$ cat config.mk
export PLATFORM = sky130hd
export DESIGN_NAME = tmr_core
export DESIGN_NICKNAME = d
export VERILOG_FILES = /design/src/hw/tmr_pkg.sv /design/src/hw/tmr_core.sv /design/src/hw/tmr_edge_det.sv
export SDC_FILE = /design/constraint.sdc
export NUM_CORES = 1
export LEC_CHECK = 0
export ABC_AREA = 0
export BUFFER_PORTS_ARGS = -buffer_cell sky130_fd_sc_hd__buf_2
export CAP_MARGIN = 5
export CORE_ASPECT_RATIO = 0.75
export CORE_MARGIN = 2
export CORE_UTILIZATION = 50
export CTS_BUF_LIST = sky130_fd_sc_hd__clkbuf_16
export DETAILED_ROUTE_END_ITERATION = 6
export GPL_TIMING_DRIVEN = 0
export PLACE_DENSITY_LB_ADDON = 0.08
export RECOVER_POWER = 25
export SKIP_CTS_REPAIR_TIMING = 1
export SLEW_MARGIN = 20
export SYNTH_ARGS = -nofsm -noshare
export SYNTH_HDL_FRONTEND = slang
export SYNTH_HIERARCHICAL = 1
export SYNTH_SLANG_ARGS = --single-unit
$ cat constraint.sdc
create_clock -name pclk -period 4 [get_ports pclk]
set_input_delay 0.2 -clock pclk [delete_from_list [all_inputs] [get_ports pclk]]
set_output_delay 0.2 -clock pclk [all_outputs]
set_load 0.05 [all_outputs]
$ cat src/hw/tmr_pkg.sv
package tmr_pkg;
    // ************************************************************
    // register byte addresses
    // ************************************************************
    localparam logic [7:0] ADDR_CTRL_A = 8'h00;
    localparam logic [7:0] ADDR_CTRL_B = 8'h04;
    localparam logic [7:0] ADDR_CNT_LO = 8'h08;
    localparam logic [7:0] ADDR_CNT_HI = 8'h0c;
    localparam logic [7:0] ADDR_CMPA_LO = 8'h10;
    localparam logic [7:0] ADDR_CMPA_HI = 8'h14;
    localparam logic [7:0] ADDR_CMPB_LO = 8'h18;
    localparam logic [7:0] ADDR_CMPB_HI = 8'h1c;
    localparam logic [7:0] ADDR_CAP_LO = 8'h20;
    localparam logic [7:0] ADDR_CAP_HI = 8'h24;
    localparam logic [7:0] ADDR_FLAGS = 8'h28;
    localparam logic [7:0] ADDR_MASK = 8'h2c;

    // ************************************************************
    // field positions and reset values
    // ************************************************************
    localparam int CA_MODE_LO = 0;   // control a [1:0]: low mode bits
    localparam int CA_OUTB = 4;      // control a [5:4]: output mode b
    localparam int CA_OUTA = 6;      // control a [7:6]: output mode a
    localparam int CB_CLKSEL = 0;    // control b [2:0]: clock select
    localparam int CB_MODE_HI = 3;   // control b [4:3]: high mode bits
    localparam int CB_CAP_SRC = 5;   // control b [5]: 1 = comparator
    localparam int CB_CAP_EDGE = 6;  // control b [6]: 1 = rising
    localparam int CB_FILT_EN = 7;   // control b [7]: noise filter on
    localparam int FL_OVF = 0;
    localparam int FL_MATCH_B = 1;
    localparam int FL_MATCH_A = 2;
    localparam int FL_CAP = 3;
    localparam logic [7:0] CTRL_RST = 8'h00;
    localparam logic [15:0] WORD_RST = 16'h0000;
    localparam logic [3:0] FLAGS_RST = 4'h0;

    // ************************************************************
    // counter limits and modes
    // ************************************************************
    localparam logic [15:0] CNT_BOTTOM = 16'h0000;
    localparam logic [15:0] CNT_MAX = 16'hffff;
    localparam logic [15:0] TOP_8BIT = 16'h00ff;
    localparam logic [15:0] TOP_9BIT = 16'h01ff;
    localparam logic [15:0] TOP_10BIT = 16'h03ff;
    localparam logic [3:0] MODE_NORMAL = 4'h0;
    localparam logic [3:0] MODE_PWM8 = 4'h1;
    localparam logic [3:0] MODE_PWM9 = 4'h2;
    localparam logic [3:0] MODE_PWM10 = 4'h3;
    localparam logic [3:0] MODE_CTC_A = 4'h4;
    localparam logic [3:0] MODE_CTC_CAP = 4'hc;
    localparam logic [3:0] MODE_PWM_CAP = 4'he;
    localparam logic [3:0] MODE_PWM_A = 4'hf;
    localparam logic [2:0] CLK_STOP = 3'h0;
    localparam logic [2:0] CLK_DIV1 = 3'h1;
    localparam logic [2:0] CLK_DIV8 = 3'h2;
    localparam logic [2:0] CLK_DIV64 = 3'h3;
    localparam logic [2:0] CLK_DIV256 = 3'h4;
    localparam logic [2:0] CLK_DIV1024 = 3'h5;
    localparam logic [2:0] CLK_EXT_FALL = 3'h6;
    localparam logic [2:0] CLK_EXT_RISE = 3'h7;
    localparam logic [1:0] OUT_OFF = 2'h0;
    localparam logic [1:0] OUT_TOGGLE = 2'h1;
    localparam logic [1:0] OUT_CLEAR = 2'h2;
    localparam logic [1:0] OUT_SET = 2'h3;
    localparam int PRESCALE_W = 10;
    localparam int FILT_SAMPLES = 4;
    localparam logic [31:0] ACCESS_WAIT = 32'd1; // wait cycles per apb access
endpackage : tmr_pkg

$ cat src/hw/tmr_core.sv
// 16-bit timer with byte access through a shared holding register
module tmr_core
    import tmr_pkg::*;
(
    // clock and reset
    input wire logic pclk,
    input wire logic presetn,
    // apb slave
    input wire logic psel,
    input wire logic penable,
    input wire logic pwrite,
    input wire logic [7:0] paddr,
    input wire logic [31:0] pwdata,
    output logic [31:0] prdata,
    output logic pready,
    output logic pslverr,
    // timer pins
    input wire logic external_count_pin,
    input wire logic capture_pin,
    input wire logic comparator_out,
    output logic wave_out_a,
    output logic wave_out_b,
    // status
    output logic [3:0] timer_irq_req,
    output logic at_bottom,
    output logic at_max,
    output logic at_top
);
    // ************************************************************
    // state
    // ************************************************************
    logic [7:0] timer_control_a_q, timer_control_b_q;
    logic [15:0] counter_value_q;
    logic [15:0] compare_value_a_q, compare_value_b_q; // buffers software writes
    logic [15:0] cmp_act_a_q, cmp_act_b_q;             // values compared
    logic [15:0] capture_value_q;
    logic [7:0] hold_q;
    logic [3:0] timer_irq_flags_q, timer_irq_mask_q;
    logic [PRESCALE_W-1:0] prescale_q;
    logic wave_a_q, wave_b_q;
    logic bottom_q, max_q, top_q;
    logic [3:0] irq_q;

    logic [3:0] mode;
    logic [2:0] clk_sel;
    logic [1:0] out_a, out_b;
    logic pwm_mode, top_from_a, top_from_cap;
    logic [15:0] top_val;
    logic timer_tick, ext_pulse, cap_pulse, cap_src;
    logic at_top_now, match_a, match_b, wrap, ovf_evt;
    logic acc_start, acc_done, wr_done, rd_take;
    logic mapped;
    logic [7:0] rd_byte;

    // ************************************************************
    // mode decode
    // ************************************************************
    assign mode = {timer_control_b_q[CB_MODE_HI+1:CB_MODE_HI],
                   timer_control_a_q[CA_MODE_LO+1:CA_MODE_LO]};
    assign clk_sel = timer_control_b_q[CB_CLKSEL+2:CB_CLKSEL];
    assign out_a = timer_control_a_q[CA_OUTA+1:CA_OUTA];
    assign out_b = timer_control_a_q[CA_OUTB+1:CA_OUTB];
    assign cap_src = timer_control_b_q[CB_CAP_SRC];
    assign pwm_mode = (mode == MODE_PWM8) || (mode == MODE_PWM9) || (mode == MODE_PWM10)
                      || (mode == MODE_PWM_CAP) || (mode == MODE_PWM_A);
    assign top_from_a = (mode == MODE_CTC_A) || (mode == MODE_PWM_A);
    assign top_from_cap = (mode == MODE_CTC_CAP) || (mode == MODE_PWM_CAP);

    // top selection per mode
    always_comb begin
        if (mode == MODE_PWM8) begin
            top_val = TOP_8BIT;
        end else if (mode == MODE_PWM9) begin
            top_val = TOP_9BIT;
        end else if (mode == MODE_PWM10) begin
            top_val = TOP_10BIT;
        end else if (top_from_a) begin
            top_val = cmp_act_a_q;
        end else if (top_from_cap) begin
            top_val = capture_value_q;
        end else begin
            top_val = CNT_MAX;
        end
    end

    // ************************************************************
    // clock select and prescaler
    // ************************************************************
    // free running prescaler
    always_ff @(posedge pclk or negedge presetn) begin
        if (!presetn) begin
            prescale_q <= '0;
        end else begin
            prescale_q <= prescale_q + 1'b1;
        end
    end

    tmr_edge_det u_ext_edge (
        .pclk(pclk),
        .presetn(presetn),
        .pin(external_count_pin),
        .filt_en(1'b0),
        .rise_sel(clk_sel[0]),
        .edge_pulse(ext_pulse)
    );

    // tick source chosen by clock select
    always_comb begin
        case (clk_sel)
            CLK_DIV1: timer_tick = 1'b1;
            CLK_DIV8: timer_tick = &prescale_q[2:0];
            CLK_DIV64: timer_tick = &prescale_q[5:0];
            CLK_DIV256: timer_tick = &prescale_q[7:0];
            CLK_DIV1024: timer_tick = &prescale_q[9:0];
            CLK_EXT_FALL, CLK_EXT_RISE: timer_tick = ext_pulse;
            default: timer_tick = 1'b0;
        endcase
    end

    // ************************************************************
    // compare and limit detection
    // ************************************************************
    assign at_top_now = (counter_value_q == top_val);
    assign match_a = (counter_value_q == cmp_act_a_q);
    assign match_b = (counter_value_q == cmp_act_b_q);
    assign wrap = timer_tick && at_top_now;
    // pwm modes flag overflow at top, others when passing max
    assign ovf_evt = timer_tick && (pwm_mode ? at_top_now : (counter_value_q == CNT_MAX));

    // registered limit indications
    always_ff @(posedge pclk or negedge presetn) begin
        if (!presetn) begin
            bottom_q <= 1'b0;
            max_q <= 1'b0;
            top_q <= 1'b0;
        end else begin
            bottom_q <= (counter_value_q == CNT_BOTTOM);
            max_q <= (counter_value_q == CNT_MAX);
            top_q <= at_top_now;
        end
    end

    // ************************************************************
    // apb handshake: one wait cycle, write lands at completion
    // ************************************************************
    assign acc_start = psel && penable && !pready;
    assign acc_done = psel && penable && pready;
    assign wr_done = acc_done && pwrite;
    assign rd_take = acc_start && !pwrite; // low byte and holding copy taken in one cycle

    always_comb begin
        if (paddr == ADDR_CTRL_A || paddr == ADDR_CTRL_B || paddr == ADDR_CNT_LO
            || paddr == ADDR_CNT_HI || paddr == ADDR_CMPA_LO || paddr == ADDR_CMPA_HI
            || paddr == ADDR_CMPB_LO || paddr == ADDR_CMPB_HI || paddr == ADDR_CAP_LO
            || paddr == ADDR_CAP_HI || paddr == ADDR_FLAGS || paddr == ADDR_MASK) begin
            mapped = 1'b1;
        end else begin
            mapped = 1'b0;
        end
    end

    // read data mux
    always_comb begin
        if (paddr == ADDR_CTRL_A) begin
            rd_byte = timer_control_a_q;
        end else if (paddr == ADDR_CTRL_B) begin
            rd_byte = timer_control_b_q;
        end else if (paddr == ADDR_CNT_LO) begin
            rd_byte = counter_value_q[7:0];
        end else if (paddr == ADDR_CNT_HI || paddr == ADDR_CAP_HI) begin
            rd_byte = hold_q;
        end else if (paddr == ADDR_CMPA_LO) begin
            rd_byte = compare_value_a_q[7:0];
        end else if (paddr == ADDR_CMPA_HI) begin
            rd_byte = compare_value_a_q[15:8];
        end else if (paddr == ADDR_CMPB_LO) begin
            rd_byte = compare_value_b_q[7:0];
        end else if (paddr == ADDR_CMPB_HI) begin
            rd_byte = compare_value_b_q[15:8];
        end else if (paddr == ADDR_CAP_LO) begin
            rd_byte = capture_value_q[7:0];
        end else if (paddr == ADDR_FLAGS) begin
            rd_byte = {4'h0, timer_irq_flags_q};
        end else if (paddr == ADDR_MASK) begin
            rd_byte = {4'h0, timer_irq_mask_q};
        end else begin
            rd_byte = 8'h00;
        end
    end

    // ready, read data and error answer
    always_ff @(posedge pclk or negedge presetn) begin
        if (!presetn) begin
            pready <= 1'b0;
            prdata <= 32'h0000_0000;
            pslverr <= 1'b0;
        end else begin
            pready <= acc_start;
            if (acc_start) begin
                prdata <= {24'h00_0000, rd_byte};
                pslverr <= !mapped;
            end else if (acc_done) begin
                prdata <= 32'h0000_0000;
                pslverr <= 1'b0;
            end
        end
    end

    // ************************************************************
    // holding register
    // ************************************************************
    always_ff @(posedge pclk or negedge presetn) begin
        if (!presetn) begin
            hold_q <= 8'h00;
        end else if (wr_done && (paddr == ADDR_CNT_HI || paddr == ADDR_CMPA_HI
                     || paddr == ADDR_CMPB_HI || paddr == ADDR_CAP_HI)) begin
            hold_q <= pwdata[7:0];
        end else if (rd_take && paddr == ADDR_CNT_LO) begin
            hold_q <= counter_value_q[15:8];
        end else if (rd_take && paddr == ADDR_CAP_LO) begin
            hold_q <= capture_value_q[15:8];
        end
    end

    // ************************************************************
    // control registers
    // ************************************************************
    always_ff @(posedge pclk or negedge presetn) begin
        if (!presetn) begin
            timer_control_a_q <= CTRL_RST;
            timer_control_b_q <= CTRL_RST;
            timer_irq_mask_q <= FLAGS_RST;
        end else if (wr_done) begin
            if (paddr == ADDR_CTRL_A) begin
                timer_control_a_q <= pwdata[7:0];
            end else if (paddr == ADDR_CTRL_B) begin
                timer_control_b_q <= pwdata[7:0];
            end else if (paddr == ADDR_MASK) begin
                timer_irq_mask_q <= pwdata[3:0];
            end
        end
    end

    // ************************************************************
    // counter
    // ************************************************************
    always_ff @(posedge pclk or negedge presetn) begin
        if (!presetn) begin
            counter_value_q <= WORD_RST;
        end else if (wr_done && paddr == ADDR_CNT_LO) begin
            counter_value_q <= {hold_q, pwdata[7:0]};
        end else if (wrap) begin
            counter_value_q <= CNT_BOTTOM;
        end else if (timer_tick) begin
            counter_value_q <= counter_value_q + 16'h0001;
        end
    end

    // ************************************************************
    // compare buffers: software side and active side
    // ************************************************************
    always_ff @(posedge pclk or negedge presetn) begin
        if (!presetn) begin
            compare_value_a_q <= WORD_RST;
            compare_value_b_q <= WORD_RST;
        end else if (wr_done && paddr == ADDR_CMPA_LO) begin
            compare_value_a_q <= {hold_q, pwdata[7:0]};
        end else if (wr_done && paddr == ADDR_CMPB_LO) begin
            compare_value_b_q <= {hold_q, pwdata[7:0]};
        end
    end

    // pwm modes take new values only at top, others at once
    always_ff @(posedge pclk or negedge presetn) begin
        if (!presetn) begin
            cmp_act_a_q <= WORD_RST;
            cmp_act_b_q <= WORD_RST;
        end else if (!pwm_mode || wrap) begin
            cmp_act_a_q <= compare_value_a_q;
            cmp_act_b_q <= compare_value_b_q;
        end
    end

    // ************************************************************
    // input capture
    // ************************************************************
    tmr_edge_det u_cap_edge (
        .pclk(pclk),
        .presetn(presetn),
        .pin(cap_src ? comparator_out : capture_pin),
        .filt_en(timer_control_b_q[CB_FILT_EN]),
        .rise_sel(timer_control_b_q[CB_CAP_EDGE]),
        .edge_pulse(cap_pulse)
    );

    // capture unless capture sets top, software load in every mode
    always_ff @(posedge pclk or negedge presetn) begin
        if (!presetn) begin
            capture_value_q <= WORD_RST;
        end else if (wr_done && paddr == ADDR_CAP_LO) begin
            capture_value_q <= {hold_q, pwdata[7:0]};
        end else if (cap_pulse && !top_from_cap) begin
            capture_value_q <= counter_value_q;
        end
    end

    // ************************************************************
    // interrupt flags: write one clears, a new event wins
    // ************************************************************
    logic [3:0] evt;
    logic [3:0] clr;
    assign evt = {cap_pulse && !top_from_cap,
                  timer_tick && match_a,
                  timer_tick && match_b,
                  ovf_evt};
    assign clr = (wr_done && paddr == ADDR_FLAGS) ? pwdata[3:0] : 4'h0;

    always_ff @(posedge pclk or negedge presetn) begin
        if (!presetn) begin
            timer_irq_flags_q <= FLAGS_RST;
        end else begin
            timer_irq_flags_q <= (timer_irq_flags_q & ~clr) | evt;
        end
    end

    // masked requests per source
    always_ff @(posedge pclk or negedge presetn) begin
        if (!presetn) begin
            irq_q <= 4'h0;
        end else begin
            irq_q <= timer_irq_flags_q & timer_irq_mask_q;
        end
    end

    // ************************************************************
    // waveform outputs
    // ************************************************************
    always_ff @(posedge pclk or negedge presetn) begin
        if (!presetn) begin
            wave_a_q <= 1'b0;
        end else if (out_a == OUT_OFF || (pwm_mode && top_from_a)) begin
            wave_a_q <= 1'b0;
        end else if (pwm_mode) begin
            if (timer_tick && match_a) begin
                wave_a_q <= (out_a == OUT_SET);
            end else if (wrap) begin
                wave_a_q <= (out_a != OUT_SET);
            end
        end else if (timer_tick && match_a) begin
            wave_a_q <= (out_a == OUT_TOGGLE) ? ~wave_a_q : (out_a == OUT_SET);
        end
    end

    always_ff @(posedge pclk or negedge presetn) begin
        if (!presetn) begin
            wave_b_q <= 1'b0;
        end else if (out_b == OUT_OFF) begin
            wave_b_q <= 1'b0;
        end else if (pwm_mode) begin
            if (timer_tick && match_b) begin
                wave_b_q <= (out_b == OUT_SET);
            end else if (wrap) begin
                wave_b_q <= (out_b != OUT_SET);
            end
        end else if (timer_tick && match_b) begin
            wave_b_q <= (out_b == OUT_TOGGLE) ? ~wave_b_q : (out_b == OUT_SET);
        end
    end

    assign wave_out_a = wave_a_q;
    assign wave_out_b = wave_b_q;
    assign timer_irq_req = irq_q;
    assign at_bottom = bottom_q;
    assign at_max = max_q;
    assign at_top = top_q;
endmodule : tmr_core

$ cat src/hw/tmr_edge_det.sv
// synchroniser, optional noise filter and edge pulse for one pin
module tmr_edge_det
    import tmr_pkg::*;
(
    // clock and reset
    input wire logic pclk,
    input wire logic presetn,
    // pin and settings
    input wire logic pin,
    input wire logic filt_en,
    input wire logic rise_sel,
    // event
    output logic edge_pulse
);
    // ************************************************************
    // synchroniser and filter
    // ************************************************************
    logic sync1_q, sync2_q, level_q, prev_q;
    logic [FILT_SAMPLES-1:0] hist_q;
    logic stable;

    // two flops before any logic looks at the pin
    always_ff @(posedge pclk or negedge presetn) begin
        if (!presetn) begin
            sync1_q <= 1'b0;
            sync2_q <= 1'b0;
        end else begin
            sync1_q <= pin;
            sync2_q <= sync1_q;
        end
    end

    // sample history for the noise filter
    always_ff @(posedge pclk or negedge presetn) begin
        if (!presetn) begin
            hist_q <= '0;
        end else begin
            hist_q <= {hist_q[FILT_SAMPLES-2:0], sync2_q};
        end
    end

    assign stable = (&hist_q) | (~|hist_q);

    // level follows only after all samples agree when filtering
    always_ff @(posedge pclk or negedge presetn) begin
        if (!presetn) begin
            level_q <= 1'b0;
            prev_q <= 1'b0;
            edge_pulse <= 1'b0;
        end else begin
            if (!filt_en) begin
                level_q <= sync2_q;
            end else if (stable) begin
                level_q <= hist_q[0];
            end
            prev_q <= level_q;
            edge_pulse <= rise_sel ? (level_q & ~prev_q) : (~level_q & prev_q);
        end
    end
endmodule : tmr_edge_det

# After elaboration in Yosys (flattened, before gate mapping)

Cells that the tools add are included.

Bits in registers: 195
Input bits: 48
Output and inout port bits: 43
Logic and storage cells: 210

$add $sub $neg: 2
Equality and inequality tests: 36
Multiplexer cells: 49
Bitwise operators: 18
Reductions and logical operators: 73

Operators by type and width:

| cell                    | number |
|---|---|
| $mux W16                | 10 |
| $mux W8                 | 12 |
| $mux W32                | 2 |
| $eq A16 B16 Y1          | 3 |
| $eq A8 B5 Y1 const B    | 4 |
| $eq A8 B6 Y1 const B    | 4 |
| $logic_or A1 B1 Y1      | 23 |
| $mux W1                 | 21 |
| $logic_and A1 B1 Y1     | 19 |
| $reduce_bool A3 Y1      | 6 |
| $add A16 B1 Y16 const B | 1 |
| $eq A16 B16 Y1 const B  | 1 |
| $eq A8 B4 Y1 const B    | 2 |
| $logic_not A16 Y1       | 1 |
| $eq A3 B3 Y1 const B    | 4 |
| $eq A4 B4 Y1 const B    | 3 |
| $mux W4                 | 3 |
| $add A10 B1 Y10 const B | 1 |
| $reduce_and A10 Y1      | 1 |
| $not A1 Y1              | 9 |
| $and A4 B4 Y4           | 2 |
| $eq A4 B2 Y1 const B    | 2 |
| $eq A8 B3 Y1 const B    | 1 |
| $logic_not A8 Y1        | 1 |
| 23 further kinds        | 42 |

# Logic depth before layout (Yosys ltp)

Gate-level depths: netlist of run 1.

Word-level depth: 15
Gate-level depth with buffers: 13
Mapped depth without buffers: 9

# Modules after synthesis

The synthesis of run 1 kept the hierarchy.

Modules (own cells, without submodules):

| module       | instances | cells an instance | area an instance (µm²) |
|---|---|---|---|
| tmr_core     | 1         | 853               | 8852.2 |
| tmr_edge_det | 2         | 17                | 271.5 |

# Worst setup path after synthesis of run 1

OpenSTA, ideal clock, no wires.

Path type: reg-to-reg
From: register timer_control_a_q[1]
To: register cmp_act_a_q[10]
Library setup time: 0.127 ns
Data arrival time: 3.028 ns
Required time: 3.873 ns
Slack: 0.844 ns
Stages on the path, launching flop included: 12
Path buffers: 3
Path through: dfrtp_1 > buf_2 > or4b_1 > a21oi_1 > nor3_1 > a2111oi_4 > nand4_1 > nor4_4 > nand2b_1 > buf_6 > buf_8 > mux2_1

Longest elaborated chain between the ends: 10
Elaborated cells on any way between the ends: 22
Those cells by class: 8 x eq/ne; 5 x mux; 9 x reduce/logical

Ends and longest elaborated chain:

| what                            | line                           | source |
|---|---|---|
| start, declared                 | tmr_core.sv:32                 | `logic [7:0] timer_control_a_q, timer_control_b_q;` |
| start signal, assigned          | tmr_core.sv:235                | `timer_control_a_q <= pwdata[7:0];` |
| $eq A4 B4 Y1 (on tied branches) | tmr_core.sv:67, tmr_core.sv:65 |  |
| $logic_or A1 B1 Y1              | tmr_core.sv:67                 | `assign top_from_cap = (mode == MODE_CTC_CAP) \|\| (mode == MODE_PWM_CAP);` |
| $mux W16                        | tmr_core.sv:79                 | `end else if (top_from_cap) begin` |
| $mux W16                        | tmr_core.sv:77                 | `end else if (top_from_a) begin` |
| $mux W16                        | tmr_core.sv:75                 | `end else if (mode == MODE_PWM10) begin` |
| $mux W16                        | tmr_core.sv:73                 | `end else if (mode == MODE_PWM9) begin` |
| $mux W16                        | tmr_core.sv:71                 | `if (mode == MODE_PWM8) begin` |
| $eq A16 B16 Y1                  | tmr_core.sv:123                | `assign at_top_now = (counter_value_q == top_val);` |
| $logic_and A1 B1 Y1             | tmr_core.sv:126                | `assign wrap = timer_tick && at_top_now;` |
| $logic_or A1 B1 Y1 (*)          | tmr_core.sv:278                | `end else if (!pwm_mode \|\| wrap) begin` |
| end signal, assigned            | tmr_core.sv:279                | `cmp_act_a_q <= compare_value_a_q;` |
| end, declared                   | tmr_core.sv:35                 | `logic [15:0] cmp_act_a_q, cmp_act_b_q;` |

Every way passes the cells marked *; elsewhere a longest branch is shown, timed or not.
A chain may end at the register's enable or synchronous reset.

# Final worst setup path of run 1

From: register timer_control_b_q[4]
To: register timer_irq_flags_q[0]

Longest elaborated chain between the ends: 11
Elaborated cells on any way between the ends: 22
Those cells by class: 8 x eq/ne; 6 x mux; 1 x bitwise; 7 x reduce/logical

Ends and longest elaborated chain:

| what                    | line            | source |
|---|---|---|
| start, declared         | tmr_core.sv:32  |  |
| start signal, assigned  | tmr_core.sv:237 | `timer_control_b_q <= pwdata[7:0];` |
| $eq A4 B4 Y1            | tmr_core.sv:67  |  |
| $logic_or A1 B1 Y1      | tmr_core.sv:67  |  |
| $mux W16                | tmr_core.sv:79  |  |
| $mux W16                | tmr_core.sv:77  |  |
| $mux W16                | tmr_core.sv:75  |  |
| $mux W16                | tmr_core.sv:73  |  |
| $mux W16 (*)            | tmr_core.sv:71  |  |
| $eq A16 B16 Y1 (*)      | tmr_core.sv:123 |  |
| net at_top_now          | tmr_core.sv:50  | `logic at_top_now, match_a, match_b, wrap, ovf_evt;` |
| $mux W1 (*)             | tmr_core.sv:128 | `assign ovf_evt = timer_tick && (pwm_mode ? at_top_now : (counter_value_q == CNT_MAX));` |
| $logic_and A1 B1 Y1 (*) | tmr_core.sv:128 |  |
| $or A4 B4 Y4 (*)        | tmr_core.sv:322 | `timer_irq_flags_q <= (timer_irq_flags_q & ~clr) \| evt;` |
| end signal, assigned    | tmr_core.sv:322 |  |
| end, declared           | tmr_core.sv:38  | `logic [3:0] timer_irq_flags_q, timer_irq_mask_q;` |

Mark *: on every way through the listed nets, which the timed path passes. The rest lies on a longest branch.

==> results of run 1 <==
==> worst paths after layout <==
check	endpoint	cells after the start	startpoint	slack, ns
hold / removal	capture_value_q[7]	3	pwdata[7]	0.15
max in group asynchronous	timer_irq_req[2]	2	presetn	1.66
setup / recovery	timer_irq_flags_q[0]	9	timer_control_b_q[4]	0.25
setup reg to reg	timer_irq_flags_q[0]	9	timer_control_b_q[4]	0.25
min in group asynchronous	prescale_q[7]	2	presetn	0.99
hold reg to reg	u_ext_edge/sync2_q	0	u_ext_edge/sync1_q	0.35
==> area by class of cell <==
| cell class | instances | area share |
|---|---|---|
| multi-input cells | 644 | 0.433 |
| flip-flops and latches | 175 | 0.410 |
| plain buffers | 82 | 0.0431 |
| clock buffers | 17 | 0.0398 |
| well taps | 247 | 0.0289 |
| repair buffers | 45 | 0.0260 |
| clock inverters | 15 | 0.0148 |
| inverters | 11 | 0.00387 |
| diodes | 1 | 0.000234 |
==> stage by stage <==
stage	setup slack, ns	power, uW	instances
6_report	0.249	4470	1237
5_1_grt	0.0544	4620	1236
4_1_cts	0.0520	4460	1229
3_5_place_dp	0.0669	2770	1197
3_3_place_gp	-0.124	2770	1195
2_1_floorplan	0.844	2470	912
==> worst reg2reg max path: cells and delay by family, from the launching register on <==
| kind | cells | cell delay (ns) |
|---|---|---|
| AOI/OAI and AO/OA | 4 | 1.28 |
| DFF | 1 | 0.44 |
| and+or+nand+nor | 2 | 1.14 |
| muxes | 1 | 0.26 |
| buffers and inverters | 2 | 0.54 |
==> registers in the layout (all words and copies together), names as in the netlist, 10 cells and up <==
signal and flops:
capture_value_q 16, cmp_act_a_q 16, cmp_act_b_q 16, compare_value_a_q 16
compare_value_b_q 16, counter_value_q 16, prescale_q 10
==> cell families (layout without fill, tap and decap cells) <==
family                   count (synthesis)  in the layout  synth area share
AO/OA/AOI/OAI                          208            208             0.152
XOR/XNOR                                55             55            0.0513
adder cells (fa/ha/maj)                  4              4           0.00533
buffers and inverters                   93            170            0.0534
flip-flops                             175            175             0.466
multiplexers                           112            112             0.139
other                                    1             27          0.000399
AND/OR/NAND/NOR                        239            239             0.133
==> per-layer routing <==
| layer | part of all wire | GRT usage | vias to the layer above |
|---|---|---|---|
| met4 | 0.021 | 0.0857 | 0 |
| met1 | 0.45 | 0.473 | 3790 |
| li1 | - | - | 3420 |
| met3 | 0.12 | 0.105 | 66 |
| met2 | 0.42 | 0.458 | 399 |
| met5 | 0 | 0 | - |
==> cell usage in the layout, fill, tap and decap left out, types with 9 or more instances in the layout <==
cell type and instances:
and3_1 10, nor2_1 54, conb_1 26, o21ai_0 36
buf_4 28, a22oi_1 11, a221oi_1 15, inv_1 12
clkbuf_1 40, o22ai_1 14, a21o_1 9, a21oi_1 47
nand2_1 57, mux2_2 54, buf_2 42, mux2_4 20
mux2_1 11, xor2_1 32, o31ai_1 16, xnor2_1 23
nand2b_1 11, dfrtp_1 175, nor4_1 11, nand4_1 19
nand3_1 13, nor3_1 20, mux2i_1 27, clkbuf_16 17
==> report_power, final <==
| part | internal (uW) | total (uW) | leakage (uW) | switching (uW) |
|---|---|---|---|---|
| clock network | 932 | 1700 | 0.000295 | 770 |
| logic | 248 | 806 | 0.00234 | 557 |
| registers | 1850 | 1970 | 0.00222 | 113 |
==> results.py, run 1 <==
metrics = {
    "worst_setup_path": {
        "timing_worst_setup_path_type": "reg2reg",
        "crit_path_cell_trace": "clkbuf_1, clkbuf_1, o2bb2ai_1, a211oi_1, a2111oi_0, nand4_1, nor3_1, mux2i_1, o21ai_0",
        "worstSetupEndpointType": "flop",
        "path_buf_inv": 2,
        "cp_slowest_cell": "nor3_1",
        "crit_family": "compound AO/OA/AOI/OAI gates",
        "max_stage_delay_ns": 0.82,
        "path_common_cell": "clkbuf_1",
        "critical_path_required_ns": 4.35,
        "crit_fanout": 10,
        "arrival_ns": 4.10,
        "cp-start-kind": "flop",
    },
    "sta": {
        "worst-slew-pin-transition_ns": 2.28,
        "tns_ns": 0,
        "finalCritPeriodShare": 0.938,
        "slew_viol_final": 92,
        "worst_hold_slack_ns": 0.150,
        "relSlewSlack": -0.522,
        "final-hold-violation-count": 0,
        "fmax_ghz": 0.267,
        "setup_viol_count_final": 0,
        "rsz0062_at_grt": "no",
        "fin_skew_ns": 0.0118,
        "min_period_ns": 3.75,
    },
    "die": {
        "die_w_um": 162,
        "rows": 43,
        "die_y_um": 123,
        "core_mm2": 0.0185,
        "start_util": 0.509,
        "dieArea_mm2": 0.0199,
        "ios": 91,
    },
    "pwr": {
        "power_density_mw_per_mm2": 419,
        "peakVddDrop_mv": 0.231,
        "cellLeakagePower_uw": 0.00486,
    },
    "routing": {
        "vias": 7675,
        "first_pass_iters": 7,
        "drc": 0,
        "drtIter0Drc": 974,
        "wl_per_cell_um": 24.7,
        "vias_per_cell": 6.20,
        "routed_wl_mm": 30.6,
        "drtAntennaViolNets": 0,
    },
    "logic_synthesis": {
        "synth_cells": 887,
        "syn_area_mm2": 0.00940,
        "synth_seq_cells": 175,
        "syn_avg_cell_area_um2": 10.6,
        "ys_types": 70,
        "yosys.area.top_type": "dfrtp_1",
        "ys.warnings.count": 6,
        "synth_top_area_share": 0.466,
        "yosys-top-cells-count": "dfrtp_1 (175), nand2_1 (57), mux2_2 (54), nor2_1 (54), a21oi_1 (47)",
        "synth_edf_count": 0,
        "yosysMostFrequentCell": "dfrtp_1",
        "synth_area_leaders": "dfrtp_1 (47%), mux2_2 (6.5%), mux2_4 (3.2%), xor2_1 (3.0%), mux2i_1 (2.9%)",
        "ys_seq_area_frac": 0.466,
        "ys.flop_type": "dfrtp_1",
        "ys_async_sr_fraction": 1.00,
    },
    "global_route": {
        "grt_use_total": 0.322,
        "grt_pass1_vias": 7336,
        "grt_max_degree": 93,
        "grt_pass1_wl_mm": 46.5,
        "grt_antenna_before_repair": 0,
        "gr-total-overflow": 0,
    },
    "finish": {
        "post-route-util": 0.579,
        "layout-drive-gt1-share": 0.196,
        "multiInputGateArea_mm2": 0.00463,
        "regArea_mm2": 0.00438,
        "nNetsFinal": 1028,
        "areaGrowthSynthToFinish_pct": 13.7,
        "nFillCells": 1621,
        "fin_area_mm2": 0.0107,
    },
    "cts": {
        "cts.clk_slew.worst_paths_ns": 0.07,
        "cts.sinks": 175,
        "cts_tree": "yes",
        "cts_buffer_depth": 2,
        "numCtsBuffers": 17,
        "cts_max_level": 4,
        "insertion_delay_ns": 0.44,
        "cts_root_buffer": "clkbuf_16",
    },
    "status": {
        "outcome": "complete, but fails checks",
        "failed_checks": "max-capacitance violations, max-slew violations",
    },
    "place": {
        "dp_hpwl_mm": 22.0,
        "io_buffer_count": 36,
        "placed_area_mm2": 0.0100,
        "globalplace.congestion": 1.02,
    },
    "min_path": {
        "hp-class": "in2reg",
    },
    "run": {
        "maxCapViolations": 1,
    },
}
Power figures use the tool's default switching activity.
==> run 2, diff against run 1 <==
--- a/config.mk
+++ b/config.mk
@@ -20,5 +20,4 @@
 export SLEW_MARGIN = 20
 export SYNTH_ARGS = -nofsm -noshare
 export SYNTH_HDL_FRONTEND = slang
-export SYNTH_HIERARCHICAL = 1
 export SYNTH_SLANG_ARGS = --single-unit
==> results.py, run 2 <==
metrics = {
    "finish": {
        "final_cell_mix": "dfrtp_1 (171), nor2_1 (79), nand2_1 (76)",
        "layout_commonest_cell": "dfrtp_1",
        "nNetsFinal": 1082,
        "areaGrowthSynthToFinish_pct": 13.6,
        "layout-drive-gt1-share": 0.196,
    },
    "logic_synthesis": {
        "ys_async_sr_fraction": 1.00,
        "synth_area_leaders": "dfrtp_1 (45%), mux2_2 (6.6%), mux2_4 (4.7%), nor2_1 (3.1%), nand2_1 (3.0%)",
        "syn_area_mm2": 0.00955,
        "synth_top_family_by_area": "simple AND/OR/NAND/NOR gates",
        "yosys.area.top_type": "dfrtp_1",
        "synth_edf_count": 0,
        "synth_cells": 944,
        "syn_avg_cell_area_um2": 10.1,
        "yosys.area_share.simple": 0.174,
        "synth-compound-area-share": 0.140,
        "synth_fa_ha_area_frac": 0.00524,
        "ys.warnings.count": 0,
        "synth_top_area_share": 0.448,
        "ys_seq_area_frac": 0.448,
        "synth_seq_cells": 171,
        "yosys.area_share.xor_xnor": 0.0440,
        "muxShareOfSynthArea": 0.131,
        "ys_types": 74,
        "ys.flop_type": "dfrtp_1",
        "yosysMostFrequentCell": "dfrtp_1",
        "yosys-top-cells-count": "dfrtp_1 (171), nor2_1 (79), nand2_1 (76)",
    },
    "cts": {
        "cts_tree": "yes",
        "insertion_delay_ns": 0.45,
        "cts_max_level": 4,
        "cts_buffer_depth": 2,
        "numCtsBuffers": 17,
        "cts.sinks": 171,
        "cts_root_buffer": "clkbuf_16",
        "cts.clk_slew.worst_paths_ns": 0.07,
    },
    "worst_setup_path": {
        "reg2reg_depth": 12,
        "worst_r2r_endpoint": "cmp_act_a_q[3]",
        "worstSetupEndpointType": "flop",
        "path_common_cell": "clkbuf_1",
        "crit_cells": 12,
        "arrival_ns": 4.16,
        "max_stage_delay_ns": 0.47,
        "crit_fanout": 10,
        "setup.worst_path.start": "timer_control_a_q[0]",
        "critical_path_required_ns": 4.33,
        "worstReg2RegStart": "timer_control_a_q[0]",
        "timing_worst_setup_path_type": "reg2reg",
        "endpoint": "cmp_act_a_q[3]",
        "path_buf_inv": 4,
        "cp_slowest_cell": "o41ai_1",
        "cp-start-kind": "flop",
        "crit_path_cell_trace": "buf_2, nand2b_1, clkbuf_1, o221ai_1, o41ai_1, a211o_1, o211a_1, clkbuf_1, nand2_4, o21a_4, buf_12, mux2_4",
        "r2r_setup_slack_ns": 0.17,
        "crit_family": "compound AO/OA/AOI/OAI gates",
    },
    "status": {
        "outcome": "complete, but fails checks",
        "failed_checks": "max-capacitance violations, max-slew violations",
    },
    "pwr": {
        "p_clk_frac": 0.406,
        "p_switching_uw": 1330,
        "total_power_uw": 4220,
        "peakVddDrop_mv": 0.263,
        "sw_frac_of_total": 0.314,
        "cellLeakagePower_uw": 0.00495,
        "p_int_uw": 2890,
        "sequentialPowerShare": 0.438,
        "power_density_mw_per_mm2": 389,
        "p_comb_frac": 0.157,
    },
    "sta": {
        "min_period_ns": 3.83,
        "slew_viol_final": 33,
        "relSlewSlack": -0.269,
        "worst_hold_slack_ns": 0.164,
        "rsz0062_at_grt": "no",
        "worst-slew-pin-transition_ns": 1.90,
        "finalCritPeriodShare": 0.958,
        "fmax_ghz": 0.261,
        "final-hold-violation-count": 0,
        "fin_skew_ns": 0.0144,
        "setup_viol_count_final": 0,
    },
    "routing": {
        "drtIter0Drc": 861,
        "vias": 8098,
        "wl_per_cell_um": 24.2,
        "drtAntennaViolNets": 0,
        "routed_wl_mm": 31.2,
        "drc": 0,
        "top_layer": "met4",
        "wl_met2_mm": 12.6,
        "vias_per_cell": 6.27,
        "first_pass_iters": 6,
        "wl_met3_mm": 3.96,
        "wirelength_met1_mm": 13.9,
    },
    "min_path": {
        "whs_path_depth": 3,
        "hp-class": "in2reg",
        "hold_path_startpoint": "pwdata[7]",
    },
    "place": {
        "globalplace.congestion": 0.961,
        "io_buffer_count": 36,
        "dp_hpwl_mm": 22.8,
    },
    "global_route": {
        "gr-total-overflow": 0,
        "grt_max_degree": 71,
        "grt_pass1_wl_mm": 46.6,
        "grt_use_total": 0.322,
        "grt_pass1_vias": 7352,
        "grt_antenna_before_repair": 1,
    },
    "die": {
        "core_mm2": 0.0186,
        "ios": 91,
        "die_w_um": 164,
        "start_util": 0.513,
        "rows": 43,
        "die_y_um": 124,
        "dieArea_mm2": 0.0202,
    },
    "run": {
        "maxCapViolations": 1,
    },
}
run 2: cell types whose count changed after synthesis, sizes merged, moves of 8 or more:
cell	change
a31oi	+8
nand4	-13
o22ai	-10
nand4b	+12
o221ai	+9
nor2	+25
nand3b	+9
mux2i	-12
o31ai	-12
nor4	+8
nand3	+21
a221oi	-12
nand2	+20
run 2: kinds of logic (layout without fill, tap and decap cells):
kind of cell,Yosys count,count (layout)
AO/OA/AOI/OAI,198,198
XOR/XNOR,48,48
adder cells (fa/ha/maj),4,4
buffers and inverters,102,178
flip-flops,171,171
multiplexers,102,102
other,1,26
AND/OR/NAND/NOR,318,318
run 2: power groups by stage:
stage	Clock [uW]	Combinational, uW	Sequential [uW]
global placement	0	619	1880
finish	1710	662	1850
global route	1800	715	1850
detailed placement	0	627	1880
CTS	1720	630	1840
floorplan	0	393	1890
run 2: worst min path at each step:
| stage | to | slack (ns) |
|---|---|---|
| 2_1_floorplan | at_bottom | -0.1 |
| 3_3_place_gp | u_ext_edge.sync1_q | 0.31 |
| 3_5_place_dp | u_cap_edge.hist_q[3] | 0.08 |
| 4_1_cts | u_cap_edge.hist_q[3] | -0.40 |
| 5_1_grt | counter_value_q[5] | 0.17 |
| 6_report | counter_value_q[7] | 0.16 |
run 2: routing by layer:
layer / vias up / GRT usage
met3: 66 / 0.117
li1: 3591 / -
met2: 469 / 0.431
met5: - / 0
met1: 3972 / 0.473
met4: 0 / 0.117
run 2: stage by stage:
stage | worst slack (ns) | utilization | cell area [um^2] | instances | setup TNS [ns]
after CTS | -0.0181 | 0.580 | 10800 | 1284 | -0.0181
after global routing | 0.0979 | 0.582 | 10800 | 1290 | 0
after detailed placement | 0.0166 | 0.547 | 10200 | 1252 | 0
after floorplan | 0.746 | - | 9630 | 967 | 0
after global placement | -0.0512 | 0.544 | 10100 | 1250 | -0.0512
final | 0.167 | 0.583 | 10800 | 1292 | 0
run 2: layout make-up:
class	count	area (um^2)
Buffer	86	478
Antenna cell	2	5.00
Clock buffer	17	425
Inverter	15	56.3
Clock inverter	15	174
Timing Repair Buffer	45	297
Fill cell	1659	7770
Tap cell	247	309
Sequential cell	171	4280
Multi-Input combinational cell	694	4820
run 2: tightest hold or removal path: stages:
cell	delay, ns
buf_2	0.19
nor2_1	0.13
a31oi_1	0.04
